===== src/common/cwgsd_pkg.sv =====
// Package: register map, field positions, reset values and types of the waveform generator
package cwgsd_pkg;
   // Register byte addresses
   localparam logic [7:0] CWGSD_ADDR_MAIN     = 8'h00;
   localparam logic [7:0] CWGSD_ADDR_OVR_SRC  = 8'h04;
   localparam logic [7:0] CWGSD_ADDR_SHDN     = 8'h08;
   localparam logic [7:0] CWGSD_ADDR_DB_RISE  = 8'h0C;
   localparam logic [7:0] CWGSD_ADDR_DB_FALL  = 8'h10;
   // Field positions
   localparam int CWGSD_BIT_EN      = 7;
   localparam int CWGSD_BIT_OEB     = 6;
   localparam int CWGSD_BIT_OEA     = 5;
   localparam int CWGSD_BIT_POLB    = 4;
   localparam int CWGSD_BIT_POLA    = 3;
   localparam int CWGSD_BIT_CS      = 0;
   localparam int CWGSD_BIT_LVLB_HI = 7;
   localparam int CWGSD_BIT_LVLB_LO = 6;
   localparam int CWGSD_BIT_LVLA_HI = 5;
   localparam int CWGSD_BIT_LVLA_LO = 4;
   localparam int CWGSD_BIT_IS_HI   = 2;
   localparam int CWGSD_BIT_ASE     = 7;
   localparam int CWGSD_BIT_ARSEN   = 6;
   localparam int CWGSD_BIT_SDC1    = 2;
   localparam int CWGSD_BIT_SDFLT   = 1;
   // Writable masks (unimplemented bits read zero)
   localparam logic [7:0] CWGSD_MASK_MAIN    = 8'hF9;
   localparam logic [7:0] CWGSD_MASK_OVR_SRC = 8'hF7;
   localparam logic [7:0] CWGSD_MASK_SHDN    = 8'hC6;
   localparam logic [7:0] CWGSD_MASK_DB      = 8'h3F;
   // Reset values
   localparam logic [7:0] CWGSD_RST_REG = 8'h00;
   // Override level codes
   localparam logic [1:0] CWGSD_LVL_INACT = 2'h0;
   localparam logic [1:0] CWGSD_LVL_FLOAT = 2'h1;
   localparam logic [1:0] CWGSD_LVL_LOW   = 2'h2;
   localparam logic [1:0] CWGSD_LVL_HIGH  = 2'h3;
   // Input source codes
   localparam logic [2:0] CWGSD_SRC_CMP  = 3'h0;
   localparam logic [2:0] CWGSD_SRC_PWM1 = 3'h2;
   localparam logic [2:0] CWGSD_SRC_PWM2 = 3'h3;
   localparam logic [2:0] CWGSD_SRC_PWM3 = 3'h4;
   // Internal oscillator enable divider: 100 MHz / 16 MHz, rounded down
   localparam int CWGSD_SYS_MHZ = 100;
   localparam int CWGSD_OSC_MHZ = 16;
   localparam logic [2:0] CWGSD_OSC_DIV = 3'(CWGSD_SYS_MHZ / CWGSD_OSC_MHZ);
   // AXI4-Lite responses
   localparam logic [1:0] CWGSD_RESP_OKAY   = 2'h0;
   localparam logic [1:0] CWGSD_RESP_SLVERR = 2'h2;

   // Dead-band sequencer states
   typedef enum logic [3:0] {
      CWGSD_ST_SHUT  = 4'b0001,
      CWGSD_ST_RDB   = 4'b0010,
      CWGSD_ST_AON   = 4'b0100,
      CWGSD_ST_FDB   = 4'b1000
   } cwgsd_state_t;

   // Register bus request channels, write and read
   typedef struct packed {
      logic        awvalid;
      logic [7:0]  awaddr;
      logic        wvalid;
      logic [31:0] wdata;
      logic [3:0]  wstrb;
      logic        bready;
      logic        arvalid;
      logic [7:0]  araddr;
      logic        rready;
   } cwgsd_axi_req_t;

   typedef struct packed {
      logic        awready;
      logic        wready;
      logic        bvalid;
      logic [1:0]  bresp;
      logic        arready;
      logic        rvalid;
      logic [31:0] rdata;
      logic [1:0]  rresp;
   } cwgsd_axi_rsp_t;

   // Pin pair A and B: output value and active-low enable for each
   typedef struct packed {
      logic a_out;
      logic a_oe_n;
      logic b_out;
      logic b_oe_n;
   } cwgsd_pins_t;
endpackage


===== src/hdl/cwgsd_top.sv =====
// Complementary waveform generator with dead band, auto-shutdown and AXI4-Lite registers
//
// The register offsets and the AXI4-Lite interface to the registers were left to the implementer.
`timescale 1ns/1ps
module cwgsd_top
   import cwgsd_pkg::*;
#(
   parameter int DB_W = 6
) (
   // Clock and reset
   input  wire logic                      aclk,
   input  wire logic                      aresetn,
   // AXI4-Lite slave
   input  wire cwgsd_pkg::cwgsd_axi_req_t axi_req,
   output      cwgsd_pkg::cwgsd_axi_rsp_t axi_rsp,
   // Waveform sources and shutdown inputs
   input  wire logic                      comparator_out_unsynced,
   input  wire logic                      pwm_channel1_out,
   input  wire logic                      pwm_channel2_out,
   input  wire logic                      pwm_channel3_out,
   input  wire logic                      fault_input_n,
   // Output pins
   output      cwgsd_pkg::cwgsd_pins_t    pins
);
   import cwgsd_pkg::*;

   typedef struct packed {
      cwgsd_axi_rsp_t  rsp;
      logic            aw_held;
      logic [7:0]      aw_addr;
      logic            w_held;
      logic [31:0]     w_data;
      logic [3:0]      w_strb;
      logic [7:0]      main_r;
      logic [7:0]      ovr_r;
      logic [7:0]      shdn_r;
      logic [7:0]      dbr_r;
      logic [7:0]      dbf_r;
      logic [4:0]      s1;
      logic [4:0]      s2;
      logic            src_d;
      logic [2:0]      div;
      cwgsd_state_t    st;
      logic [DB_W:0]   cnt;
      logic            a_raw;
      logic            b_raw;
      cwgsd_pins_t     pins;
   } cwgsd_regs_t;

   cwgsd_regs_t state_reg;
   cwgsd_regs_t state_next;

   function automatic logic [7:0] cwgsd_merge(input logic [7:0] old_v, input logic [7:0] new_v,
                                             input logic [7:0] mask, input logic lane);
      cwgsd_merge = lane ? (new_v & mask) : old_v;
   endfunction

   // Output pin value from override code, polarity and running level
   function automatic logic [1:0] cwgsd_pin(input logic shut, input logic [1:0] code,
                                           input logic inv, input logic run, input logic oe);
      logic v;
      logic drv;
      v = run ^ inv;
      drv = oe;
      if (shut) begin
         unique case (code)
            CWGSD_LVL_HIGH:  v = 1'b1;
            CWGSD_LVL_LOW:   v = 1'b0;
            CWGSD_LVL_FLOAT: drv = 1'b0;
            default:         v = run ^ inv;
         endcase
      end
      cwgsd_pin = {v, ~drv};
   endfunction

   logic           en;
   logic           osc_sel;
   logic [2:0]     src_sel;
   logic           cmp_s;
   logic           flt_s;
   logic           src_s;
   logic           src_valid;
   logic           tick;
   logic           rise;
   logic           fall;
   logic           sd_active;
   logic           wr_fire;
   logic [7:0]     wb;
   logic           lane0;
   logic           clr_ok;
   logic           sw_sd;
   logic [1:0]     pa;
   logic [1:0]     pb;

   assign en      = state_reg.main_r[CWGSD_BIT_EN];
   assign osc_sel = state_reg.main_r[CWGSD_BIT_CS];
   assign src_sel = state_reg.ovr_r[CWGSD_BIT_IS_HI:0];
   // Second stage only; first stage is never read elsewhere
   assign cmp_s   = state_reg.s2[0];
   assign flt_s   = ~state_reg.s2[4];

   always_comb begin
      state_next = state_reg;
      src_s = 1'b0;
      src_valid = 1'b1;
      sw_sd = 1'b0;
      unique case (src_sel)
         CWGSD_SRC_CMP:  src_s = state_reg.s2[0];
         CWGSD_SRC_PWM1: src_s = state_reg.s2[1];
         CWGSD_SRC_PWM2: src_s = state_reg.s2[2];
         CWGSD_SRC_PWM3: src_s = state_reg.s2[3];
         default:        src_valid = 1'b0;
      endcase

      state_next.s1 = {~fault_input_n, pwm_channel3_out, pwm_channel2_out,
                       pwm_channel1_out, comparator_out_unsynced};
      state_next.s2 = state_reg.s1;

      // internal oscillator rate as an enable pulse
      tick = 1'b1;
      if (osc_sel) begin
         tick = (state_reg.div == 3'h0);
         state_next.div = tick ? CWGSD_OSC_DIV - 3'h1 : state_reg.div - 3'h1;
      end
      if (tick) begin
         state_next.src_d = src_s & src_valid;
      end
      rise = tick & src_s & src_valid & ~state_reg.src_d;
      fall = tick & ~(src_s & src_valid) & state_reg.src_d;

      // comparator shutdown; fault pin shutdown; level sensitive
      sd_active = (state_reg.shdn_r[CWGSD_BIT_SDC1] & cmp_s)
                | (state_reg.shdn_r[CWGSD_BIT_SDFLT] & ~flt_s);
      clr_ok = ~sd_active;

      // AXI4-Lite write: address and data taken in either order
      state_next.rsp.awready = ~state_reg.aw_held & ~state_reg.rsp.bvalid;
      state_next.rsp.wready  = ~state_reg.w_held & ~state_reg.rsp.bvalid;
      if (axi_req.awvalid && axi_rsp.awready) begin
         state_next.aw_held = 1'b1;
         state_next.aw_addr = axi_req.awaddr;
         state_next.rsp.awready = 1'b0;
      end
      if (axi_req.wvalid && axi_rsp.wready) begin
         state_next.w_held = 1'b1;
         state_next.w_data = axi_req.wdata;
         state_next.w_strb = axi_req.wstrb;
         state_next.rsp.wready = 1'b0;
      end
      wr_fire = state_reg.aw_held & state_reg.w_held & ~state_reg.rsp.bvalid;
      wb = state_reg.w_data[7:0];
      lane0 = state_reg.w_strb[0];
      if (wr_fire) begin
         state_next.aw_held = 1'b0;
         state_next.w_held = 1'b0;
         state_next.rsp.bvalid = 1'b1;
         state_next.rsp.bresp = CWGSD_RESP_OKAY;
         unique case (state_reg.aw_addr)
            CWGSD_ADDR_MAIN:
               state_next.main_r = cwgsd_merge(state_reg.main_r, wb, CWGSD_MASK_MAIN, lane0);
            CWGSD_ADDR_OVR_SRC:
               state_next.ovr_r = cwgsd_merge(state_reg.ovr_r, wb, CWGSD_MASK_OVR_SRC, lane0);
            CWGSD_ADDR_SHDN: begin
               if (lane0) begin
                  state_next.shdn_r = wb & CWGSD_MASK_SHDN;
                  sw_sd = wb[CWGSD_BIT_ASE];
                  // writing one forces shutdown; clear only when inputs low
                  state_next.shdn_r[CWGSD_BIT_ASE] = wb[CWGSD_BIT_ASE]
                     | (state_reg.shdn_r[CWGSD_BIT_ASE] & ~clr_ok);
               end
            end
            CWGSD_ADDR_DB_RISE:
               state_next.dbr_r = cwgsd_merge(state_reg.dbr_r, wb, CWGSD_MASK_DB, lane0);
            CWGSD_ADDR_DB_FALL:
               state_next.dbf_r = cwgsd_merge(state_reg.dbf_r, wb, CWGSD_MASK_DB, lane0);
            default:
               state_next.rsp.bresp = CWGSD_RESP_SLVERR;
         endcase
      end
      if (state_reg.rsp.bvalid && axi_req.bready) begin
         state_next.rsp.bvalid = 1'b0;
      end

      // hardware shutdown sets status, and the set wins over any clear
      if (sd_active) begin
         state_next.shdn_r[CWGSD_BIT_ASE] = 1'b1;
      end
      // auto restart clears status once sources are low
      if (state_next.shdn_r[CWGSD_BIT_ARSEN] && clr_ok) begin
         state_next.shdn_r[CWGSD_BIT_ASE] = 1'b0;
      end

      // AXI4-Lite read
      if (state_reg.rsp.rvalid && axi_req.rready) begin
         state_next.rsp.rvalid = 1'b0;
      end
      state_next.rsp.arready = ~state_next.rsp.rvalid;
      if (axi_req.arvalid && axi_rsp.arready) begin
         state_next.rsp.arready = 1'b0;
         state_next.rsp.rvalid = 1'b1;
         state_next.rsp.rresp = CWGSD_RESP_OKAY;
         state_next.rsp.rdata = 32'h0000_0000;
         unique case (axi_req.araddr)
            CWGSD_ADDR_MAIN:    state_next.rsp.rdata[7:0] = state_reg.main_r;
            CWGSD_ADDR_OVR_SRC: state_next.rsp.rdata[7:0] = state_reg.ovr_r;
            CWGSD_ADDR_SHDN:    state_next.rsp.rdata[7:0] = state_reg.shdn_r;
            CWGSD_ADDR_DB_RISE: state_next.rsp.rdata[7:0] = state_reg.dbr_r;
            CWGSD_ADDR_DB_FALL: state_next.rsp.rdata[7:0] = state_reg.dbf_r;
            default:            state_next.rsp.rresp = CWGSD_RESP_SLVERR;
         endcase
      end

      // Dead-band sequencer
      if (!en) begin
         state_next.st = CWGSD_ST_SHUT;
         state_next.a_raw = 1'b0;
         state_next.b_raw = 1'b0;
         state_next.cnt = '0;
      end else if (state_next.shdn_r[CWGSD_BIT_ASE] || sw_sd) begin
         // a written one shuts down even if auto restart clears it at once
         // Inactive-level override: both raw levels cleared, drives kept, A and B fall in the same cycle with no dead band
         state_next.st = CWGSD_ST_SHUT;
         state_next.a_raw = 1'b0;
         state_next.b_raw = 1'b0;
      end else begin
         unique case (state_reg.st)
            // override held until the first rising edge
            CWGSD_ST_SHUT: begin
               if (rise) begin
                  state_next.st = CWGSD_ST_RDB;
                  state_next.cnt = '0;
               end
            end
            CWGSD_ST_RDB: begin
               // B off now, A on after rising count
               state_next.b_raw = 1'b0;
               if (fall) begin
                  state_next.st = CWGSD_ST_FDB;
                  state_next.cnt = '0;
               end else if (tick) begin
                  if (state_reg.cnt >= {1'b0, state_reg.dbr_r[DB_W-1:0]}) begin
                     state_next.a_raw = 1'b1;
                     state_next.st = CWGSD_ST_AON;
                  end else begin
                     state_next.cnt = state_reg.cnt + 1'b1;
                  end
               end
            end
            CWGSD_ST_AON: begin
               if (fall) begin
                  state_next.st = CWGSD_ST_FDB;
                  state_next.cnt = '0;
               end
            end
            CWGSD_ST_FDB: begin
               // A off now, B on after falling count; zero bypasses
               state_next.a_raw = 1'b0;
               if (rise) begin
                  state_next.st = CWGSD_ST_RDB;
                  state_next.cnt = '0;
               end else if (tick) begin
                  if (state_reg.cnt >= {1'b0, state_reg.dbf_r[DB_W-1:0]}) begin
                     state_next.b_raw = 1'b1;
                  end else begin
                     state_next.cnt = state_reg.cnt + 1'b1;
                  end
               end
            end
            default: state_next.st = CWGSD_ST_SHUT;
         endcase
         if (rise) begin
            state_next.b_raw = 1'b0;
         end
         if (fall) begin
            state_next.a_raw = 1'b0;
         end
         // a zero count hands over at once, no dead band
         if (rise && state_reg.dbr_r[DB_W-1:0] == '0) begin
            state_next.a_raw = 1'b1;
            state_next.st = CWGSD_ST_AON;
         end
         if (fall && state_reg.dbf_r[DB_W-1:0] == '0) begin
            state_next.b_raw = 1'b1;
         end
      end

      // pin drive from override, polarity and enable
      // overrides stand while idle, so a cleared status waits for a rising edge
      pa = cwgsd_pin(state_next.st == CWGSD_ST_SHUT,
                     state_reg.ovr_r[CWGSD_BIT_LVLA_HI:CWGSD_BIT_LVLA_LO],
                     state_reg.main_r[CWGSD_BIT_POLA], state_next.a_raw,
                     state_reg.main_r[CWGSD_BIT_OEA]);
      pb = cwgsd_pin(state_next.st == CWGSD_ST_SHUT,
                     state_reg.ovr_r[CWGSD_BIT_LVLB_HI:CWGSD_BIT_LVLB_LO],
                     state_reg.main_r[CWGSD_BIT_POLB], state_next.b_raw,
                     state_reg.main_r[CWGSD_BIT_OEB]);
      // disabled module releases and clears both pins
      if (!en) begin
         pa = 2'b01;
         pb = 2'b01;
      end
      state_next.pins = {pa, pb};
   end

   always_ff @(posedge aclk) begin
      if (!aresetn) begin
         state_reg <= '0;
         state_reg.st <= CWGSD_ST_SHUT;
         state_reg.pins <= 4'b0101;
      end else begin
         state_reg <= state_next;
      end
   end

   assign axi_rsp = state_reg.rsp;
   assign pins    = state_reg.pins;
endmodule


===== config.mk =====
export PLATFORM = sky130hd
export DESIGN_NAME = cwgsd_top
export DESIGN_NICKNAME = d
export VERILOG_FILES = /design/src/common/cwgsd_pkg.sv /design/src/hdl/cwgsd_top.sv
export SDC_FILE = /design/constraint.sdc
export NUM_CORES = 1
export LEC_CHECK = 0
export BUFFER_PORTS_ARGS = -buffer_cell sky130_fd_sc_hd__buf_2
export CAP_MARGIN = 5
export CORE_ASPECT_RATIO = 0.5
export CORE_UTILIZATION = 35
export CTS_CLUSTER_DIAMETER = 30
export DETAILED_ROUTE_END_ITERATION = 16
export HOLD_SLACK_MARGIN = 0.06
export PLACE_DENSITY_LB_ADDON = 0.3
export SLEW_MARGIN = 10
export SYNTH_ARGS = -nofsm -noshare
export SYNTH_HDL_FRONTEND = slang
export SYNTH_SLANG_ARGS = --single-unit

===== constraint.sdc =====
create_clock -name aclk -period 4.1 [get_ports aclk]
set_clock_uncertainty 0.1 [all_clocks]
set_input_delay 0.615 -clock aclk [delete_from_list [all_inputs] [get_ports aclk]]
set_output_delay 0.615 -clock aclk [all_outputs]
set_load 0.1 [all_outputs]

; Yosys cells after proc, flatten, opt, wreduce, memory -nomap -nowiden
; Index checks and enable logic that the tools add are counted.
[totals]
regBits = 96
latchBits = 0
ram_bits = 0
mem_bits_ro = 0
inputBits = 64
out_inout_bits = 45
wordCells = 179
n_memories = 0
[op_classes]
add_sub_neg = 2
mul = 0
div_mod_pow = 0
order_cmp = 2
eq_ne = 28
n_shift = 0
n_mux = 56
bitwise_logic = 29
reduce_logical = 31
[ops]
columns = op, count
row1 = case mux 8 bit (5 select lines), 1
row2 = 2-to-1 mux 35 bit, 1
row3 = 2-to-1 mux 7 bit, 5
row4 = 2-to-1 mux 11 bit, 3
row5 = == test 8 x 4 -> 1 bit (second input constant), 4
row6 = case mux 7 bit (4 select lines), 1
row7 = 2-to-1 mux 24 bit, 1
row8 = 2-to-1 mux 6 bit, 4
row9 = 2-to-1 mux 1 bit, 23
row10 = == test 8 x 3 -> 1 bit (second input constant), 2
row11 = == test 8 x 5 -> 1 bit (second input constant), 2
row12 = zero test 8 bit, 2
row13 = 2-to-1 mux 4 bit, 4
row14 = 2-to-1 mux 8 bit, 2
row15 = case mux 4 bit (4 select lines), 1
row16 = AND reduction 3 bit, 5
row17 = greater-or-equal comparator 7 x 6 -> 1 bit, 2
row18 = bitwise AND 1 bit, 13
row19 = 2-to-1 mux 13 bit, 1
row20 = zero test 6 bit, 2
row21 = 2-to-1 mux 12 bit, 1
row22 = inequality test 3 bit (second input constant), 4
row23 = inverter 1 bit, 12
row24 = OR reduction 2 bit, 5
row25 = other kinds (26), 47

; Longest topological paths before layout
[logic_depth]
depth_word = 16
depth_mapped = 9
mapped_depth_nobuf = 9

; Worst setup path after synthesis
; OpenSTA, ideal clock, no wires.
[synth_path]
path_type = register -> register
startpoint = register state_reg[113] in the netlist's numbering
endpoint = register state_reg[11] in the netlist's numbering
setup_time_ps = 70
t_arrival_ps = 2585
t_required_ps = 3930
setup_slack_ps = 1345
path_stages_with_launch = 8
n_path_buf = 0
period_less_slack_ps = 2755
cell_sequence = dfxtp_1 -> or4_1 -> nor4_4 -> mux2i_1 -> o31a_4 -> o2111ai_4 -> or4_1 -> a21oi_1
[synth_between]
elab_chain_len = 8
word_cells_on_any_way = 11
classes_between = eq/ne (1) / mux (6) / bitwise (1) / reduce/logical (3)
[synth_lines]
columns = item, line_no
row1 = from (decl), cwgsd_top.sv:50  ; cwgsd_regs_t state_reg;
row2 = from (signal assigned), cwgsd_top.sv:311  ; state_reg <= state_next;
row3 = == test 8 x 4 -> 1 bit *, cwgsd_top.sv:158  ; unique case (state_reg.aw_addr)
row4 = 2-to-1 mux 8 bit, cwgsd_top.sv:158
row5 = 2-to-1 mux 24 bit, cwgsd_top.sv:153  ; if (wr_fire) begin
row6 = 2-to-1 mux 1 bit or logical AND 1 bit (tied branches), "cwgsd_top.sv:185, cwgsd_top.sv:189"
row7 = 2-to-1 mux 1 bit, cwgsd_top.sv:189  ; if (state_next.shdn_r[CWGSD_BIT_ARSEN] && clr_ok) begin
row8 = logical OR 1 bit *, cwgsd_top.sv:219  ; end else if (state_next.shdn_r[CWGSD_BIT_ASE] || sw_sd) begin
row9 = inverter 1 bit (no source line) *, n/a
row10 = AND reduction 8 bit (no source line) *, n/a
; Every way passes the cells marked *; elsewhere a longest branch is shown, timed or not.
; A chain may end at the register's enable or synchronous reset.

; Worst setup path after layout
[layout_path]
startpoint = register state_reg[113] in the netlist's numbering
endpoint = register state_reg[12] in the netlist's numbering
; The elaborated chain is that of the path after synthesis.

==> reports/summary.txt <==
non-filler instance count after layout -> 755
H-tree levels -> 3
number of global-route vias before repair -> 3512
die area -> 13900 um^2
Die Height -> 84.0 um
DP HPWL -> 7850 um
final instance area -> 5170 um^2
Hold WC Path Type -> input pin to flop
Slew Viols, Final -> 0
setup TNS -> 0 ns
relative slew slack -> 0.324
dominant synthesized flop cell -> dfxtp_1
die width -> 166 um
post-route setup slack -> 0.909 ns
wire per inst -> 14.0 um
Cell Area, Synth -> 4700 um^2
worst-path fanout max -> 8
Max Clock Freq -> 313 MHz
Layout Nets -> 657
Cell Pwr Density -> 379 nW/um^2
startpoint types -> flop
syn_area_per_cell -> 8.62 um^2
# resized after CTS -> 0
kind of critical path -> flop to flop
clock buffers created by TritonCTS -> 9
Setup crit end -> state_reg[12]$_SDFFE_PN0P_
Max Cap Violations -> 0
placed instance area -> 4900 um^2
Post-synth EDFFs -> 0
fill count -> 1290
R2R Path End -> state_reg[12]$_SDFFE_PN0P_
Detail Route Antenna Nets -> 0
initial antenna violation count -> 0
TritonCTS clock tree -> done
Critical R2R Launch -> state_reg[113]$_SDFFE_PN0P_
failing checks -> DRC
max FFs per register -> 63
Syn Inst Count -> 546
final WL -> 10500 um
DRC Markers -> 5
# Post-CTS Setup Buffers -> 0
WP data arrival -> 3.36 ns
final hold vios -> 0
global-route wire length before repair -> 17600 um
crit path launch -> state_reg[113]$_SDFFE_PN0P_
ys async rst share -> 0
Placed Instances -> 739
Inserted Diodes -> 0
Initial Util -> 0.365
CP Capture Type -> flop
largest net degree at the start of global routing -> 60
Final Wtd Congestion -> 0.836
Static Leak -> 2.14 nW
Clock Tree Root -> clkbuf_16
sequential element share of the synthesized area -> 0.400
Worst-Margin Slew -> 1.01 ns
Tmin final -> 3.19 ns
status -> finished with violations
1st-pass router iterations -> 11
via/cell ratio -> 5.00
row cnt -> 29
cts hold-fix bufs -> 0
via count -> 3772
Worst R2R Setup Slack -> 0.91 ns
period utilization -> 0.778
GRT Total Usage -> 0.158
Final setup viols -> 0
ratio of cells with drive above 1 in the final layout -> 0.145
Initial DRC Count -> 189
Pwr Total -> 1.96 mW
Core Footprint -> 12900 um^2
Critical Path RT -> 4.27 ns
clk_lat worst skew -> 0.34 ns
Post-Place Setup Slack -> 0.905 ns
Netlist cell types -> 63
Worst-path clk slew -> 0.07 ns
Ys Warns -> 0
cell depth of the worst flop-to-flop path -> 7
IO buf count -> 55
RSZ-0062 raised after global routing -> no
grt total ovfl -> 0
peak supply drop -> 267 uV
FF+latch count, synth -> 94
clk sinks -> 94
Synth-to-Final Area Change -> 9.87%
# IOs -> 109
clk buf depth -> 2
[worst min path at each step]
stage | start | endpoint | slack, ns | cells past startpoint
floorplan | state_reg[69]$_SDFFE_PN0P_ | pins[0]$_SDFF_PN1_ | 0.28 | 1
detailed placement | state_next[21]$_SDFF_PN0_ | cmp_s$_SDFF_PN0_ | 0.32 | 1
CTS | fault_input_n | state_next[25]$_SDFF_PN0_ | 0.31 | 2
global placement | state_next[21]$_SDFF_PN0_ | cmp_s$_SDFF_PN0_ | 0.31 | 1
global route | fault_input_n | state_next[25]$_SDFF_PN0_ | 0.32 | 2
finish | fault_input_n | state_next[25]$_SDFF_PN0_ | 0.33 | 2
[placed cells by master, fill, tap and decap left out, types with 4 or more instances in the layout]
cell / n
dfxtp_1: 94
nor2_1: 63
nand2_1: 62
buf_2: 55
a21oi_1: 46
mux2i_1: 32
conb_1: 26
and2_1: 18
o21ai_0: 17
inv_1: 16
nand3_1: 13
ha_1: 13
nor3_1: 11
nand2b_1: 9
clkbuf_16: 9
nand3b_1: 6
or4_1: 6
o31ai_1: 5
a31oi_1: 5
a211oi_1: 4
a22o_1: 4
[critical path: stages, from the launching register on]
cell       delay [ns]
dfxtp_1          0.31
or4_1            0.62
nor4_4           0.54
mux2i_1          0.48
o31a_4           0.25
o2111ai_4        0.18
or4_1            0.50
a21oi_1          0.15
[cell usage after synthesis, types with 2 or more instances]
cell | count | area [um^2]
dfxtp_1 | 94 | 1880
nor2_1 | 63 | 236
nand2_1 | 62 | 233
a21oi_1 | 46 | 230
buf_4 | 45 | 338
mux2i_1 | 32 | 320
and2_1 | 18 | 113
o21ai_0 | 17 | 85.1
inv_1 | 16 | 60.1
ha_1 | 13 | 163
nand3_1 | 13 | 65.1
clkbuf_1 | 11 | 41.3
nor3_1 | 11 | 55.1
nand2b_1 | 9 | 56.3
nand3b_1 | 6 | 45.0
or4_1 | 6 | 45.0
a31oi_1 | 5 | 31.3
o31ai_1 | 5 | 37.5
a211oi_1 | 4 | 30.0
a22o_1 | 4 | 35.0
a221oi_1 | 3 | 26.3
a222oi_1 | 3 | 30.0
and3_1 | 3 | 18.8
nand4_1 | 3 | 18.8
nor3b_1 | 3 | 22.5
nor4_1 | 3 | 18.8
o211ai_1 | 3 | 22.5
a21o_1 | 2 | 15.0
buf_6 | 2 | 22.5
nor2b_1 | 2 | 12.5
nor4_4 | 2 | 42.5
o211a_1 | 2 | 20.0
o21a_1 | 2 | 15.0
o21ai_2 | 2 | 17.5
xnor2_1 | 2 | 17.5
xor2_1 | 2 | 17.5
[through the flow]
step	hold WS (ns)	util
floorplan	0.281	-
global placement	0.315	0.380
finish	0.326	0.401
global route	0.321	0.401
CTS	0.313	0.401
detailed placement	0.321	0.380
[report_power, final]
part	leakage [nW]	internal [mW]	switching (mW)	total (mW)
Clock	0.135	0.418	0.358	0.776
Combinational	1.25	0.0374	0.195	0.232
Sequential	0.763	0.933	0.0159	0.949
[metal layers]
layer,part of all wire,GRT usage
met4,0.0099,0.0425
met1,0.49,0.210
met3,0.049,0.0375
met2,0.45,0.256
met5,0,0
[layout make-up]
type                       instances  area, um^2  area share
clock buffer                      11         233      0.0450
timing repair buffer              57         290      0.0562
inverter                          17        63.8      0.0123
clock inverter                     5        40.0     0.00775
tap                              170         213      0.0412
sequential                        94        1880       0.364
multi-input combinational        401        2450       0.473
[logic make-up (layout without fill, tap and decap cells)]
family	after synthesis	after routing	synth area share
and+or+nand+nor	214	214	0.228
AOI/OAI and AO/OA	112	112	0.161
DFF	94	94	0.400
buffers and inverters	76	90	0.0997
muxes	32	32	0.0681
adders and majority gates	13	13	0.0346
xor gates and xnor gates	4	4	0.00745
other	1	26	0.000797
No activity file was read; power rests on OpenSTA's default activity.
